`config.mk`:
```
export PLATFORM = sky130hd
export DESIGN_NAME = cobid_classifier
export DESIGN_NICKNAME = d
export VERILOG_FILES = /design/src/cobid_pkg.sv /design/src/cobid_classifier.sv
export SDC_FILE = /design/constraint.sdc
export NUM_CORES = 1
export LEC_CHECK = 0
export BUFFER_PORTS_ARGS = -buffer_cell sky130_fd_sc_hd__buf_4
export CAP_MARGIN = 20
export CORE_UTILIZATION = 35
export DETAILED_ROUTE_END_ITERATION = 8
export GPL_ROUTABILITY_DRIVEN = 0
export PLACE_DENSITY_LB_ADDON = 0.08
export SETUP_SLACK_MARGIN = 0.15
export SYNTH_ARGS = -nofsm -noshare
export SYNTH_HDL_FRONTEND = slang
export SYNTH_SLANG_ARGS = --single-unit
```
`constraint.sdc`:
```
create_clock -name ref_clk -period 20.1 [get_ports ref_clk]
set_input_delay 2.01 -clock ref_clk [delete_from_list [all_inputs] [get_ports ref_clk]]
set_output_delay 2.01 -clock ref_clk [all_outputs]
set_load 0.01 [all_outputs]
```
`src/cobid_pkg.sv`:
```
// cobid_pkg: constants for the object identifier builder and classifier.
// assumes nothing of its surroundings; used by cobid_classifier only.
package cobid_pkg;
    localparam int ID_W = 11;
    localparam int FC_W = 4;
    localparam int NODE_W = 7;
    localparam logic [3:0] FC_NMT = 4'h0;
    localparam logic [3:0] FC_EMCY = 4'h1;
    localparam logic [3:0] FC_TPDO1 = 4'h3;
    localparam logic [3:0] FC_RPDO1 = 4'h4;
    localparam logic [3:0] FC_TPDO2 = 4'h5;
    localparam logic [3:0] FC_RPDO2 = 4'h6;
    localparam logic [3:0] FC_TPDO3 = 4'h7;
    localparam logic [3:0] FC_RPDO3 = 4'h8;
    localparam logic [3:0] FC_TPDO4 = 4'h9;
    localparam logic [3:0] FC_RPDO4 = 4'ha;
    localparam logic [3:0] FC_SDOTX = 4'hb;
    localparam logic [3:0] FC_SDORX = 4'hc;
    localparam logic [3:0] FC_GUARD = 4'he;
    localparam logic [10:0] ID_NMT = 11'h000;
    localparam logic [10:0] ID_SYNC = 11'h080;
    localparam logic [6:0] NODE_RST = 7'h01;
    localparam int CFG_NONE = 0;
    // object kinds reported on the classify output
    typedef enum logic [3:0] {
        COBID_K_NONE = 4'h0, COBID_K_NMT = 4'h1, COBID_K_SYNC = 4'h2,
        COBID_K_EMCY = 4'h3, COBID_K_RPDO = 4'h4, COBID_K_TPDO = 4'h5,
        COBID_K_SDORX = 4'h6, COBID_K_SDOTX = 4'h7, COBID_K_GUARD = 4'h8
    } cobid_kind_t;
    localparam int OBJ_N = 13;
    // configured identifier table slot indices
    localparam int S_EMCY = 0;
    localparam int S_TPDO1 = 1;
    localparam int S_RPDO1 = 2;
    localparam int S_TPDO2 = 3;
    localparam int S_RPDO2 = 4;
    localparam int S_TPDO3 = 5;
    localparam int S_RPDO3 = 6;
    localparam int S_TPDO4 = 7;
    localparam int S_RPDO4 = 8;
    localparam int S_SDOTX = 9;
    localparam int S_SDORX = 10;
    localparam int S_GUARD = 11;
    localparam int S_SYNC = 12;
    localparam logic [3:0] NMT_START = 4'h1;
endpackage
```
`src/cobid_classifier.sv`:
```
// cobid_classifier: builds default object identifiers from the node address,
// holds a configurable identifier table, classifies received frames and
// decodes network management state commands addressed to this node.
// assumes a frame controller on ref_clk giving one-cycle receive strobes.
`timescale 1ns/1ps
module cobid_classifier #(
    parameter int HB_PERIOD_MS = 100,
    parameter int CLK_KHZ = 40000
) (
    input wire logic ref_clk,
    input wire logic rst,
    input wire logic [6:0] nodeAddr,
    input wire logic cfgWrite,
    input wire logic [3:0] cfgSlot,
    input wire logic [10:0] cfgId,
    input wire logic cfgRestore,
    input wire logic heartbeatEn,
    input wire logic rxValid,
    input wire logic rxExtended,
    input wire logic [10:0] rxId,
    input wire logic [7:0] rxByte0,
    input wire logic [7:0] rxByte1,
    output logic classValid,
    output logic [3:0] classKind,
    output logic [1:0] pdoIndex,
    output logic [3:0] funcCode,
    output logic [6:0] srcAddr,
    output logic unclaimed,
    output logic nmtCmdValid,
    output logic [7:0] nmtCmd,
    output logic heartbeatReq,
    output logic [10:0] heartbeatId,
    output logic [10:0] emcyId,
    output logic [10:0] tpdoId1,
    output logic [10:0] sdoTxId
);
    // ******************************************************************
    // configured identifier table
    // ******************************************************************
    logic [10:0] idTab_q [cobid_pkg::OBJ_N];
    logic [6:0] nodeAddr_q;

    function automatic logic [10:0] defId(input int slot,
                                          input logic [6:0] a);
        logic [3:0] fc;
        fc = cobid_pkg::FC_NMT;
        case (slot)
            cobid_pkg::S_EMCY: fc = cobid_pkg::FC_EMCY;
            cobid_pkg::S_TPDO1: fc = cobid_pkg::FC_TPDO1;
            cobid_pkg::S_RPDO1: fc = cobid_pkg::FC_RPDO1;
            cobid_pkg::S_TPDO2: fc = cobid_pkg::FC_TPDO2;
            cobid_pkg::S_RPDO2: fc = cobid_pkg::FC_RPDO2;
            cobid_pkg::S_TPDO3: fc = cobid_pkg::FC_TPDO3;
            cobid_pkg::S_RPDO3: fc = cobid_pkg::FC_RPDO3;
            cobid_pkg::S_TPDO4: fc = cobid_pkg::FC_TPDO4;
            cobid_pkg::S_RPDO4: fc = cobid_pkg::FC_RPDO4;
            cobid_pkg::S_SDOTX: fc = cobid_pkg::FC_SDOTX;
            cobid_pkg::S_SDORX: fc = cobid_pkg::FC_SDORX;
            cobid_pkg::S_GUARD: fc = cobid_pkg::FC_GUARD;
            default: fc = cobid_pkg::FC_NMT;
        endcase
        if (slot == cobid_pkg::S_SYNC) begin
            defId = cobid_pkg::ID_SYNC;
        end else begin
            defId = {fc, a};
        end
    endfunction

    // address and table loaded together after restore so the table never
    // mixes defaults of two different node addresses
    always_ff @(posedge ref_clk or posedge rst) begin
        if (rst) begin
            nodeAddr_q <= cobid_pkg::NODE_RST;
            for (int i = 0; i < cobid_pkg::OBJ_N; i++) begin
                idTab_q[i] <= defId(i, cobid_pkg::NODE_RST);
            end
        end else if (cfgRestore) begin
            nodeAddr_q <= nodeAddr;
            for (int i = 0; i < cobid_pkg::OBJ_N; i++) begin
                idTab_q[i] <= defId(i, nodeAddr);
            end
        end else if (cfgWrite && cfgSlot < 4'(cobid_pkg::OBJ_N)) begin
            idTab_q[cfgSlot] <= cfgId;
        end
    end

    // ******************************************************************
    // receive classification
    // ******************************************************************
    // an extended frame never counts as an object, whatever its id bits
    logic stdFrame;
    logic isMgmt;
    logic [cobid_pkg::OBJ_N-1:0] slotHit;
    logic hit;
    logic [3:0] kind;
    logic [1:0] pIdx;

    assign stdFrame = rxValid && !rxExtended;
    assign isMgmt = rxId == cobid_pkg::ID_NMT;

    // one comparator per slot; all compare in parallel so the answer is
    // ready one cycle after the strobe whichever slot matches
    for (genvar g = 0; g < cobid_pkg::OBJ_N; g++) begin : gSlot
        assign slotHit[g] = rxId == idTab_q[g];
    end

    // lowest matching slot wins; process slots precede every service slot except emergency,
    // so a duplicate configured id resolves toward the process object unless it matches the emergency slot
    always_comb begin
        hit = 1'b0;
        kind = cobid_pkg::COBID_K_NONE;
        pIdx = 2'h0;
        if (isMgmt) begin
            hit = 1'b1;
            kind = cobid_pkg::COBID_K_NMT;
        end else begin
            for (int i = 0; i < cobid_pkg::OBJ_N; i++) begin
                if (!hit && slotHit[i]) begin
                    hit = 1'b1;
                    case (i)
                        cobid_pkg::S_EMCY: kind = cobid_pkg::COBID_K_EMCY;
                        cobid_pkg::S_TPDO1: begin
                            kind = cobid_pkg::COBID_K_TPDO;
                            pIdx = 2'h0;
                        end
                        cobid_pkg::S_RPDO1: begin
                            kind = cobid_pkg::COBID_K_RPDO;
                            pIdx = 2'h0;
                        end
                        cobid_pkg::S_TPDO2: begin
                            kind = cobid_pkg::COBID_K_TPDO;
                            pIdx = 2'h1;
                        end
                        cobid_pkg::S_RPDO2: begin
                            kind = cobid_pkg::COBID_K_RPDO;
                            pIdx = 2'h1;
                        end
                        cobid_pkg::S_TPDO3: begin
                            kind = cobid_pkg::COBID_K_TPDO;
                            pIdx = 2'h2;
                        end
                        cobid_pkg::S_RPDO3: begin
                            kind = cobid_pkg::COBID_K_RPDO;
                            pIdx = 2'h2;
                        end
                        cobid_pkg::S_TPDO4: begin
                            kind = cobid_pkg::COBID_K_TPDO;
                            pIdx = 2'h3;
                        end
                        cobid_pkg::S_RPDO4: begin
                            kind = cobid_pkg::COBID_K_RPDO;
                            pIdx = 2'h3;
                        end
                        cobid_pkg::S_SDOTX: kind = cobid_pkg::COBID_K_SDOTX;
                        cobid_pkg::S_SDORX: kind = cobid_pkg::COBID_K_SDORX;
                        cobid_pkg::S_GUARD: kind = cobid_pkg::COBID_K_GUARD;
                        cobid_pkg::S_SYNC: kind = cobid_pkg::COBID_K_SYNC;
                        default: kind = cobid_pkg::COBID_K_NONE;
                    endcase
                end
            end
        end
    end

    // exactly one of the two strobes answers each received frame
    always_ff @(posedge ref_clk or posedge rst) begin
        if (rst) begin
            classValid <= 1'b0;
            unclaimed <= 1'b0;
        end else begin
            classValid <= stdFrame && hit;
            unclaimed <= rxValid && (rxExtended || !hit);
        end
    end

    always_ff @(posedge ref_clk or posedge rst) begin
        if (rst) begin
            classKind <= cobid_pkg::COBID_K_NONE;
            pdoIndex <= 2'h0;
        end else begin
            classKind <= (stdFrame && hit) ? kind : cobid_pkg::COBID_K_NONE;
            pdoIndex <= pIdx;
        end
    end

    // ******************************************************************
    // identifier split
    // ******************************************************************
    // follows the id every cycle; only meaningful beside a strobe
    always_ff @(posedge ref_clk or posedge rst) begin
        if (rst) begin
            funcCode <= 4'h0;
            srcAddr <= 7'h00;
        end else begin
            funcCode <= rxId[10:7];
            srcAddr <= rxId[6:0];
        end
    end

    // ******************************************************************
    // management commands
    // ******************************************************************
    // byte 0 is the command, byte 1 the target node; 0 addresses all nodes
    always_ff @(posedge ref_clk or posedge rst) begin
        if (rst) begin
            nmtCmdValid <= 1'b0;
            nmtCmd <= 8'h00;
        end else begin
            nmtCmdValid <= stdFrame && isMgmt
                           && (rxByte1 == 8'h00
                               || rxByte1 == {1'b0, nodeAddr_q});
            nmtCmd <= rxByte0;
        end
    end

    // ******************************************************************
    // heartbeat timer and transmit identifiers
    // ******************************************************************
    localparam int HB_CYC = HB_PERIOD_MS * CLK_KHZ;
    logic [31:0] hbCnt_q;
    logic hbWrap;

    // counter restarts when disabled, so the first alive message comes a
    // full period after enable, never after a stale partial count
    assign hbWrap = hbCnt_q >= 32'(HB_CYC - 1);

    always_ff @(posedge ref_clk or posedge rst) begin
        if (rst) begin
            hbCnt_q <= 32'h0;
        end else if (!heartbeatEn || hbWrap) begin
            hbCnt_q <= 32'h0;
        end else begin
            hbCnt_q <= hbCnt_q + 32'h1;
        end
    end

    always_ff @(posedge ref_clk or posedge rst) begin
        if (rst) begin
            heartbeatReq <= 1'b0;
        end else begin
            heartbeatReq <= heartbeatEn && hbWrap;
        end
    end

    // transmit ids track the table; numeric order gives bus priority
    always_ff @(posedge ref_clk or posedge rst) begin
        if (rst) begin
            heartbeatId <= 11'h000;
            emcyId <= 11'h000;
        end else begin
            heartbeatId <= idTab_q[cobid_pkg::S_GUARD];
            emcyId <= idTab_q[cobid_pkg::S_EMCY];
        end
    end

    always_ff @(posedge ref_clk or posedge rst) begin
        if (rst) begin
            tpdoId1 <= 11'h000;
            sdoTxId <= 11'h000;
        end else begin
            tpdoId1 <= idTab_q[cobid_pkg::S_TPDO1];
            sdoTxId <= idTab_q[cobid_pkg::S_SDOTX];
        end
    end
endmodule

```
After elaboration in Yosys (flattened, before gate mapping)
Index checks and enable logic that the tools add are counted.

Flip-flop bits (word level): 255. Bits of input ports: 56. Output and inout bits: 73. Word-level logic and storage cells: 143.

Add/sub/neg operators: 1. Order comparisons: 4. Equal/unequal tests: 14. Mux-type cells: 54. Bitwise operators: 1. Reduce and logical (&&, ||, !) cells: 41.

Operators with widths (count): 2-to-1 mux 143 bit (2); bitwise mux 143 bit (1); equality test 11 bit (13); 2-to-1 mux 4 bit (14); demux 11 bit (select 4 bit) (1); adder 32 x 1 -> 32 bit (second input constant) (1); >= comparator 32 x 22 -> 1 bit (second input constant) (1); 2-to-1 mux 32 bit (1); 2-to-1 mux 1 bit (27); logical AND 1 bit (20); zero test 1 bit (15); 2-to-1 mux 2 bit (7); zero test 11 bit (1); 2-to-1 mux 11 bit (1); equality test 8 x 7 -> 1 bit (1); zero test 8 bit (1); >= comparator 5 bit (second input constant) (1); < comparator 5 x 1 -> 1 bit (second input constant) (1); NOT 4 -> 5 bit (1); < comparator 4 bit (second input constant) (1); logical OR 1 bit (3); nonzero test 2 bit (1).

Depth between registers and ports, before layout
Gate-level depths: netlist (run 1).

Word-level depth: 54. Gate-level depth with buffers: 8. Gate-level depth less buffers: 7.

Worst setup path before layout (run 1)
OpenSTA, ideal clock, no wires.

Path kind: input to register. From: input port rxId[4]. To: register classKind[1]. Setup time: 111 ps. Arrival: 3560 ps. Required time: 19989 ps. Path slack: 16428 ps. Cell stages on the path: 8. Buffers on the path: 2. Path through: buf_2 > buf_4 > xor2_1 > nor4_1 > nand2_1 > o41ai_4 > o211ai_1 > a2111oi_2.

Word-level cells in the longest chain between the ends: 53. Elaborated cells on any way between the ends: 80. Those cells by class: eq/ne: 13; mux: 41; reduce/logical: 26.

Ends and longest elaborated chain: start, declared (line cobid_classifier.sv:20) `input wire logic [10:0] rxId,`; equality test 11 bit (line cobid_classifier.sv:104) `assign slotHit[g] = rxId == idTab_q[g];`; 2-to-1 mux 1 bit (line cobid_classifier.sv:118) `if (!hit && slotHit[i]) begin`; 2-to-1 mux 1 bit (line cobid_classifier.sv:113) `if (isMgmt) begin`; zero test 1 bit (line cobid_classifier.sv:118); logical AND 1 bit (line cobid_classifier.sv:118); 2-to-1 mux 1 bit (line cobid_classifier.sv:118); 2-to-1 mux 1 bit (line cobid_classifier.sv:113); zero test 1 bit (line cobid_classifier.sv:118); [37 not listed]; 2-to-1 mux 1 bit (line cobid_classifier.sv:118); 2-to-1 mux 1 bit (line cobid_classifier.sv:113); zero test 1 bit (line cobid_classifier.sv:118); logical AND 1 bit (line cobid_classifier.sv:118); 2-to-1 mux 1 bit (line cobid_classifier.sv:118); 2-to-1 mux 1 bit (line cobid_classifier.sv:113); logical AND 1 bit (line cobid_classifier.sv:181) `classKind <= (stdFrame && hit) ? kind : cobid_pkg::COBID_K_NONE;`; 2-to-1 mux 4 bit * (line cobid_classifier.sv:181); end signal, assigned (line cobid_classifier.sv:178) `classKind <= cobid_pkg::COBID_K_NONE;`; end signal, assigned (line cobid_classifier.sv:181); end, declared (line cobid_classifier.sv:24) `output logic [3:0] classKind,`.

Mark *: on every way between the ends. The rest lies on a longest branch, timed or not. The select of a mux whose other input is x is not followed. A chain may end at the register's enable or synchronous reset.

Worst setup path in the final report (run 1)
From: input port rxId[3]. To: register classKind[0].

The elaborated chain is that of the path after synthesis.

==> results.sh, run 1 <==
export IMPL_rsz0062_at_grt="no"
export IMPL_cts_tree="yes"
export IMPL_slew_viol_final=0
export IMPL_avgSynthCellArea_um2=12.0
export IMPL_setup_violations_final=0
export IMPL_clkSinkCount=255
export IMPL_synth_async_sr_flop_share=1.00
export IMPL_core_um2=31600
export IMPL_dieArea_um2=33000
export IMPL_fin_tns_setup_ns=0
export IMPL_synthDistinctLibCells=43
export IMPL_maxCapViolCount=0
export IMPL_antenna_found_initial=1
export IMPL_clockBufferDepth=3
export IMPL_cts_htree_levels=1
export IMPL_fin_util=0.430
export IMPL_clk_pin_slew_worst_paths_ns=0.05
export IMPL_min_path_type="register to register"
export IMPL_routed_wl_mm=31.2
export IMPL_ff2ff_path_depth=8
export IMPL_routed_via_density=4.93
export IMPL_synth_area_um2=11300
export IMPL_seq_power_share=0.455
export IMPL_dr_pass1_iters=5
export IMPL_final_min_clock_period_ns=3.54
export IMPL_clockPowerShare=0.436
export IMPL_first_global_vias=7609
export IMPL_fin_crit_sh=0.176
export IMPL_tightest_slew_ns=1.12
export IMPL_synth_top_cell_by_area="dfrtp_1"
export IMPL_fin_skew_ns=0.0126
export IMPL_clockRootBuffer="clkbuf_16"
export IMPL_drive_gt1_frac=0.282
export IMPL_grt_usage=0.195
export IMPL_overflow=0
export IMPL_ant_nets=0
export IMPL_relSlewSlack=0.252
export IMPL_first_iter_violations=482
export IMPL_cts_buffers=30
export IMPL_die_h_um=182
export IMPL_post_cts_buffers=0
export IMPL_ys_seq_area_frac=0.569
export IMPL_cp_required_ns=20.50
export IMPL_cts_hold_buf=0
export IMPL_grt_max_degree=132
export IMPL_wire_per_inst_um=21.1
export IMPL_cp_end_kind="register"
export IMPL_path_max_fanout=15
export IMPL_drc=0
export IMPL_sw_frac_of_total=0.248
export IMPL_status="complete, no violations"
export IMPL_hold_viol_final=0
export IMPL_synth_edf_count=0
export IMPL_clk_latency_ns=0.55
export IMPL_synth_common_cells="dfrtp_1, xor2_1, mux2_2"
export IMPL_synth_top_area_share=0.481
export IMPL_crit_arrival_ns=3.94
export IMPL_timing_hold_ws_ns=0.422
export IMPL_p_switching_mw=0.313
export IMPL_pwr_density_cell_nw_per_um2=92.8
export IMPL_dp_hpwl_mm=19.6
export IMPL_synthTopCellsByArea="dfrtp_1, xor2_1, dfstp_2"
export IMPL_io_buffers=128
export IMPL_post_cts_resized=0
export IMPL_fmax_ghz=0.282
export IMPL_p_leak_nw=6.20
export IMPL_synthCells=937
export IMPL_antenna_cells=0
export IMPL_io_pins=129
export IMPL_intPower_mw=0.950
export IMPL_nNetsFinal=1114
export IMPL_grt_pass1_wl_mm=48.4
export IMPL_synthToLayoutAreaGrowth_pct=20.5
export IMPL_placementRows=65
export IMPL_yosysWarnings=0
export IMPL_irDropWorstVdd_mv=0.0666
export IMPL_min_delay_path_depth=0
export IMPL_initial_utilization=0.357
export IMPL_vias=7313
export IMPL_die_w_um=182
export IMPL_fill_cells=3008
export IMPL_final_cells=1483
export IMPL_p_comb_frac=0.109
export IMPL_ys_seq_elements=255
export IMPL_criticalPathCategory="input port to register"
export IMPL_synth_ff_type="dfrtp_1"
export IMPL_place_inst=1427
export IMPL_start_kind="input port"
export IMPL_yosysMostFrequentCell="dfrtp_1"
export IMPL_reg2reg_slack_ns=17.48
-- registers in the layout, indices dropped and copies added (netlist names) --
signal        flops
classKind         4
classValid        1
emcyId           11
funcCode          4
hbCnt_q          32
heartbeatId      11
heartbeatReq      1
idTab_q         143
nmtCmd            8
nmtCmdValid       1
nodeAddr_q        7
pdoIndex          2
sdoTxId          11
srcAddr           7
tpdoId1          11
unclaimed         1
-- layout by cell type (no fill, tap or decap), drive strengths merged, types with 29 or more instances in the layout --
cell type / n
buf: 136
xor2: 120
a21oi: 30
xnor2: 49
nor4: 29
mux2i: 56
mux2: 73
dfstp: 38
dfrtp: 217
clkbuf: 48
nand3: 29
nor2: 41
nand2: 67
-- power by group through the flow --
stage / sequential [mW] / clock, mW / combinational (mW)
2_1_floorplan: 0.582 / 0 / 0.0828
3_3_place_gp: 0.585 / 0 / 0.139
3_5_place_dp: 0.584 / 0 / 0.139
4_1_cts: 0.576 / 0.566 / 0.140
5_1_grt: 0.579 / 0.589 / 0.150
6_report: 0.575 / 0.551 / 0.137
-- cell type report --
class	count	area [um2]	area share
clock inverter	8	96.3	0.00708
tap	402	503	0.0370
timing repair buffer	136	1020	0.0753
clock buffer	48	920	0.0676
inverter	16	67.6	0.00496
sequential	255	6430	0.472
multi-input combinational	618	4570	0.336
-- logic make-up after synthesis --
| logic type | count (synthesis) | share of synthesized area |
|---|---|---|
| XOR/XNOR | 169 | 0.131 |
| multiplexers | 129 | 0.122 |
| buffers and inverters | 73 | 0.0309 |
| adder cells (fa/ha/maj) | 1 | 0.00111 |
| AO/OA/AOI/OAI | 53 | 0.0283 |
| flip-flops | 255 | 0.569 |
| AND/OR/NAND/NOR | 256 | 0.116 |
| other | 1 | 0.000332 |
-- worst max-delay path, cell delays in order --
cell and delay [ns]:
buf_4 0.32, xor2_1 0.18, nor4_1 0.07, nand3_1 0.21, or4b_1 0.52, nor4_2 0.49
a211oi_1 0.12
-- worst paths after layout --
path | from | to
setup / recovery | rxId[3] | classKind[0]$_DFF_PP0_
max in group asynchronous | rst | heartbeatId[10]$_DFF_PP0_
hold / removal | idTab_q[33]$_DFFE_PP1P_ | sdoTxId[0]$_DFF_PP0_
setup reg to reg | hbCnt_q[0]$_DFF_PP0_ | hbCnt_q[19]$_DFF_PP0_
hold reg to reg | idTab_q[33]$_DFFE_PP1P_ | sdoTxId[0]$_DFF_PP0_
min in group asynchronous | rst | hbCnt_q[23]$_DFF_PP0_
-- metal layers --
layer | wire length [um] | track usage
met1 | 15200 | 0.286
met2 | 13700 | 0.297
met3 | 1570 | 0.0325
met4 | 803 | 0.0519
met5 | 0 | 0
-- through the flow --
stage | setup slack, ns | area, um2 | power, mW
after floorplan | 11.14 | 11300 | 0.664
after global placement | 16.08 | 12600 | 0.724
after detailed placement | 16.03 | 12600 | 0.723
after CTS | 16.60 | 13600 | 1.28
after global routing | 16.44 | 13600 | 1.32
final | 16.56 | 13600 | 1.26
Note: power is estimated with default switching activity, not from simulation.
==> run 2: changes to the inputs <==
- clock period: 20.1 -> 2.9 ns (I/O delays scaled with it)
==> results.sh, run 2 (synthesis results as in run 1) <==
export IMPL_path_buf_inv=0
export IMPL_pwr_density_cell_nw_per_um2=623
export IMPL_pre_cts_ws_ns=0.489
export IMPL_final_min_clock_period_ns=2.26
export IMPL_drive_gt1_frac=0.291
export IMPL_first_global_vias=7904
export IMPL_path_cells="xor2_1, nor4_1, nand3_1, or4b_1, nor4_2, a211oi_1"
export IMPL_wire_per_inst_um=21.4
export IMPL_fin_crit_sh=0.779
export IMPL_status="complete, no violations"
export IMPL_fin_skew_ns=0.0101
export IMPL_initial_utilization=0.357
export IMPL_hold_viol_final=0
export IMPL_slew_viol_final=0
export IMPL_final_common_cell="dfrtp_1"
export IMPL_fmax_ghz=0.443
export IMPL_top_register="idTab_q"
export IMPL_start_kind="register"
export IMPL_criticalPathCategory="register to register"
export IMPL_path_max_fanout=4
export IMPL_min_path_type="input port to register"
export IMPL_clockBufferDepth=3
export IMPL_routed_via_density=4.93
export IMPL_dp_hpwl_mm=21.2
export IMPL_cp_end_kind="register"
export IMPL_clk_pin_slew_worst_paths_ns=0.06
export IMPL_irDropWorstVdd_mv=0.461
export IMPL_final_cells=1524
export IMPL_cp_top_family="simple AND/OR/NAND/NOR gates"
export IMPL_die_h_um=182
export IMPL_dr_pass1_iters=4
export IMPL_dieArea_um2=33000
export IMPL_vias=7514
export IMPL_grt_pass1_wl_mm=49.9
export IMPL_fin_tns_setup_ns=0
export IMPL_post_route_worst_setup_slack_ns=0.642
export IMPL_synthToLayoutAreaGrowth_pct=24.2
export IMPL_grt_max_degree=59
export IMPL_io_pins=129
export IMPL_cts_buffers=29
export IMPL_crit_arrival_ns=2.65
export IMPL_core_um2=31600
export IMPL_tightest_slew_ns=1.12
export IMPL_cp_required_ns=3.29
export IMPL_routed_wl_mm=32.6
export IMPL_overflow=0
export IMPL_clkSinkCount=255
export IMPL_antenna_found_initial=3
export IMPL_relSlewSlack=0.253
export IMPL_io_buffers=128
export IMPL_grt_usage=0.202
export IMPL_mostFrequentLayoutCells="dfrtp_1, buf_4, xor2_1"
export IMPL_place_inst=1446
export IMPL_drc=0
export IMPL_maxCapViolCount=0
export IMPL_cp_slowest_cell="dfstp_2"
export IMPL_first_iter_violations=410
export IMPL_p_leak_nw=6.39
export IMPL_max_stage_delay_ns=0.54
export IMPL_cts_tree="yes"
export IMPL_nNetsFinal=1157
export IMPL_cts_htree_levels=1
export IMPL_setup_violations_final=0
export IMPL_ant_nets=0
export IMPL_die_w_um=182
export IMPL_reg_top3="idTab_q x143, hbCnt_q x32"
export IMPL_fin_util=0.443
export IMPL_post_cts_resized=0
export IMPL_timing_hold_ws_ns=0.0358
export IMPL_placementRows=65
export IMPL_clockRootBuffer="clkbuf_16"
export IMPL_antenna_cells=0
export IMPL_largest_reg_flops=143
export IMPL_rsz0062_at_grt="no"
export IMPL_clk_latency_ns=0.55
-- run 2: changes by cell type in the layout (fill, tap and decap cells not counted) --
cell and change:
dlygate4sd3_1 +25, buf_4 +15, buf_12 +5, clkbuf_1 -5, clkinvlp_4 +3, clkbuf_16 -2, clkbuf_8 -2, inv_6 +2
inv_8 -2, buf_6 -1, bufinv_16 +1, clkinv_2 +1, clkinv_4 +1
-- run 2: per-layer routing --
metal  vias up  GRT usage  share of wire
met4         0     0.0417          0.018
met3        38     0.0291          0.042
met1      3812      0.293           0.48
met5         -          0              0
li1       3490          -              -
met2       174      0.323           0.46
-- run 2: worst paths after layout --
| check | start | end | slack, ns | cells after the start |
|---|---|---|---|---|
| worst max-delay path | idTab_q[65]$_DFFE_PP1P_ | classKind[0]$_DFF_PP0_ | 0.64 | 6 |
| worst max register to register | idTab_q[65]$_DFFE_PP1P_ | classKind[0]$_DFF_PP0_ | 0.64 | 6 |
| min in group asynchronous | rst | idTab_q[90]$_DFFE_PP0P_ | 0.49 | 3 |
| worst min register to register | idTab_q[43]$_DFFE_PP1P_ | sdoTxId[10]$_DFF_PP0_ | 0.42 | 0 |
| max in group asynchronous | rst | idTab_q[43]$_DFFE_PP1P_ | 1.50 | 4 |
| worst min-delay path | rxId[6] | srcAddr[6]$_DFF_PP0_ | 0.04 | 1 |
-- run 2: repair_timing --
action | CTS | global route
hold buffers | 25 | 0
hold endpoints to repair | 38 | 0
setup buffers | 0 | 0
-- run 2: per-stage QoR --
step / power (mW) / cell area, um2
after detailed placement: 5.05 / 12800
after floorplan: 4.61 / 11300
after global routing: 9.12 / 14000
after global placement: 5.05 / 12800
after CTS: 8.87 / 14000
final: 8.73 / 14000
-- run 2: power by group --
group	internal, mW	total [mW]	switching, mW	leakage, nW
Combinational	0.467	1.01	0.547	2.82
Clock	2.26	3.73	1.47	0.485
Sequential	3.82	3.99	0.170	3.09
Total	6.54	8.73	2.19	6.39
-- run 2: area by class of cell --
type                       instances  area, um2
fill                            2988      17600
tap                              402        503
clock buffer                      39        823
timing repair buffer             180       1480
sequential                       255       6430
multi-input combinational        618       4570
inverter                          16       63.8
clock inverter                    14        161
-- run 2: worst reg2reg max path, delay by kind of cell, from the launching register on --
| kind | cells | cell delay [ns] |
|---|---|---|
| AND/OR/NAND/NOR | 4 | 1.28 |
| AO/OA/AOI/OAI | 1 | 0.15 |
| flip-flops | 1 | 0.54 |
| XOR/XNOR | 1 | 0.14 |
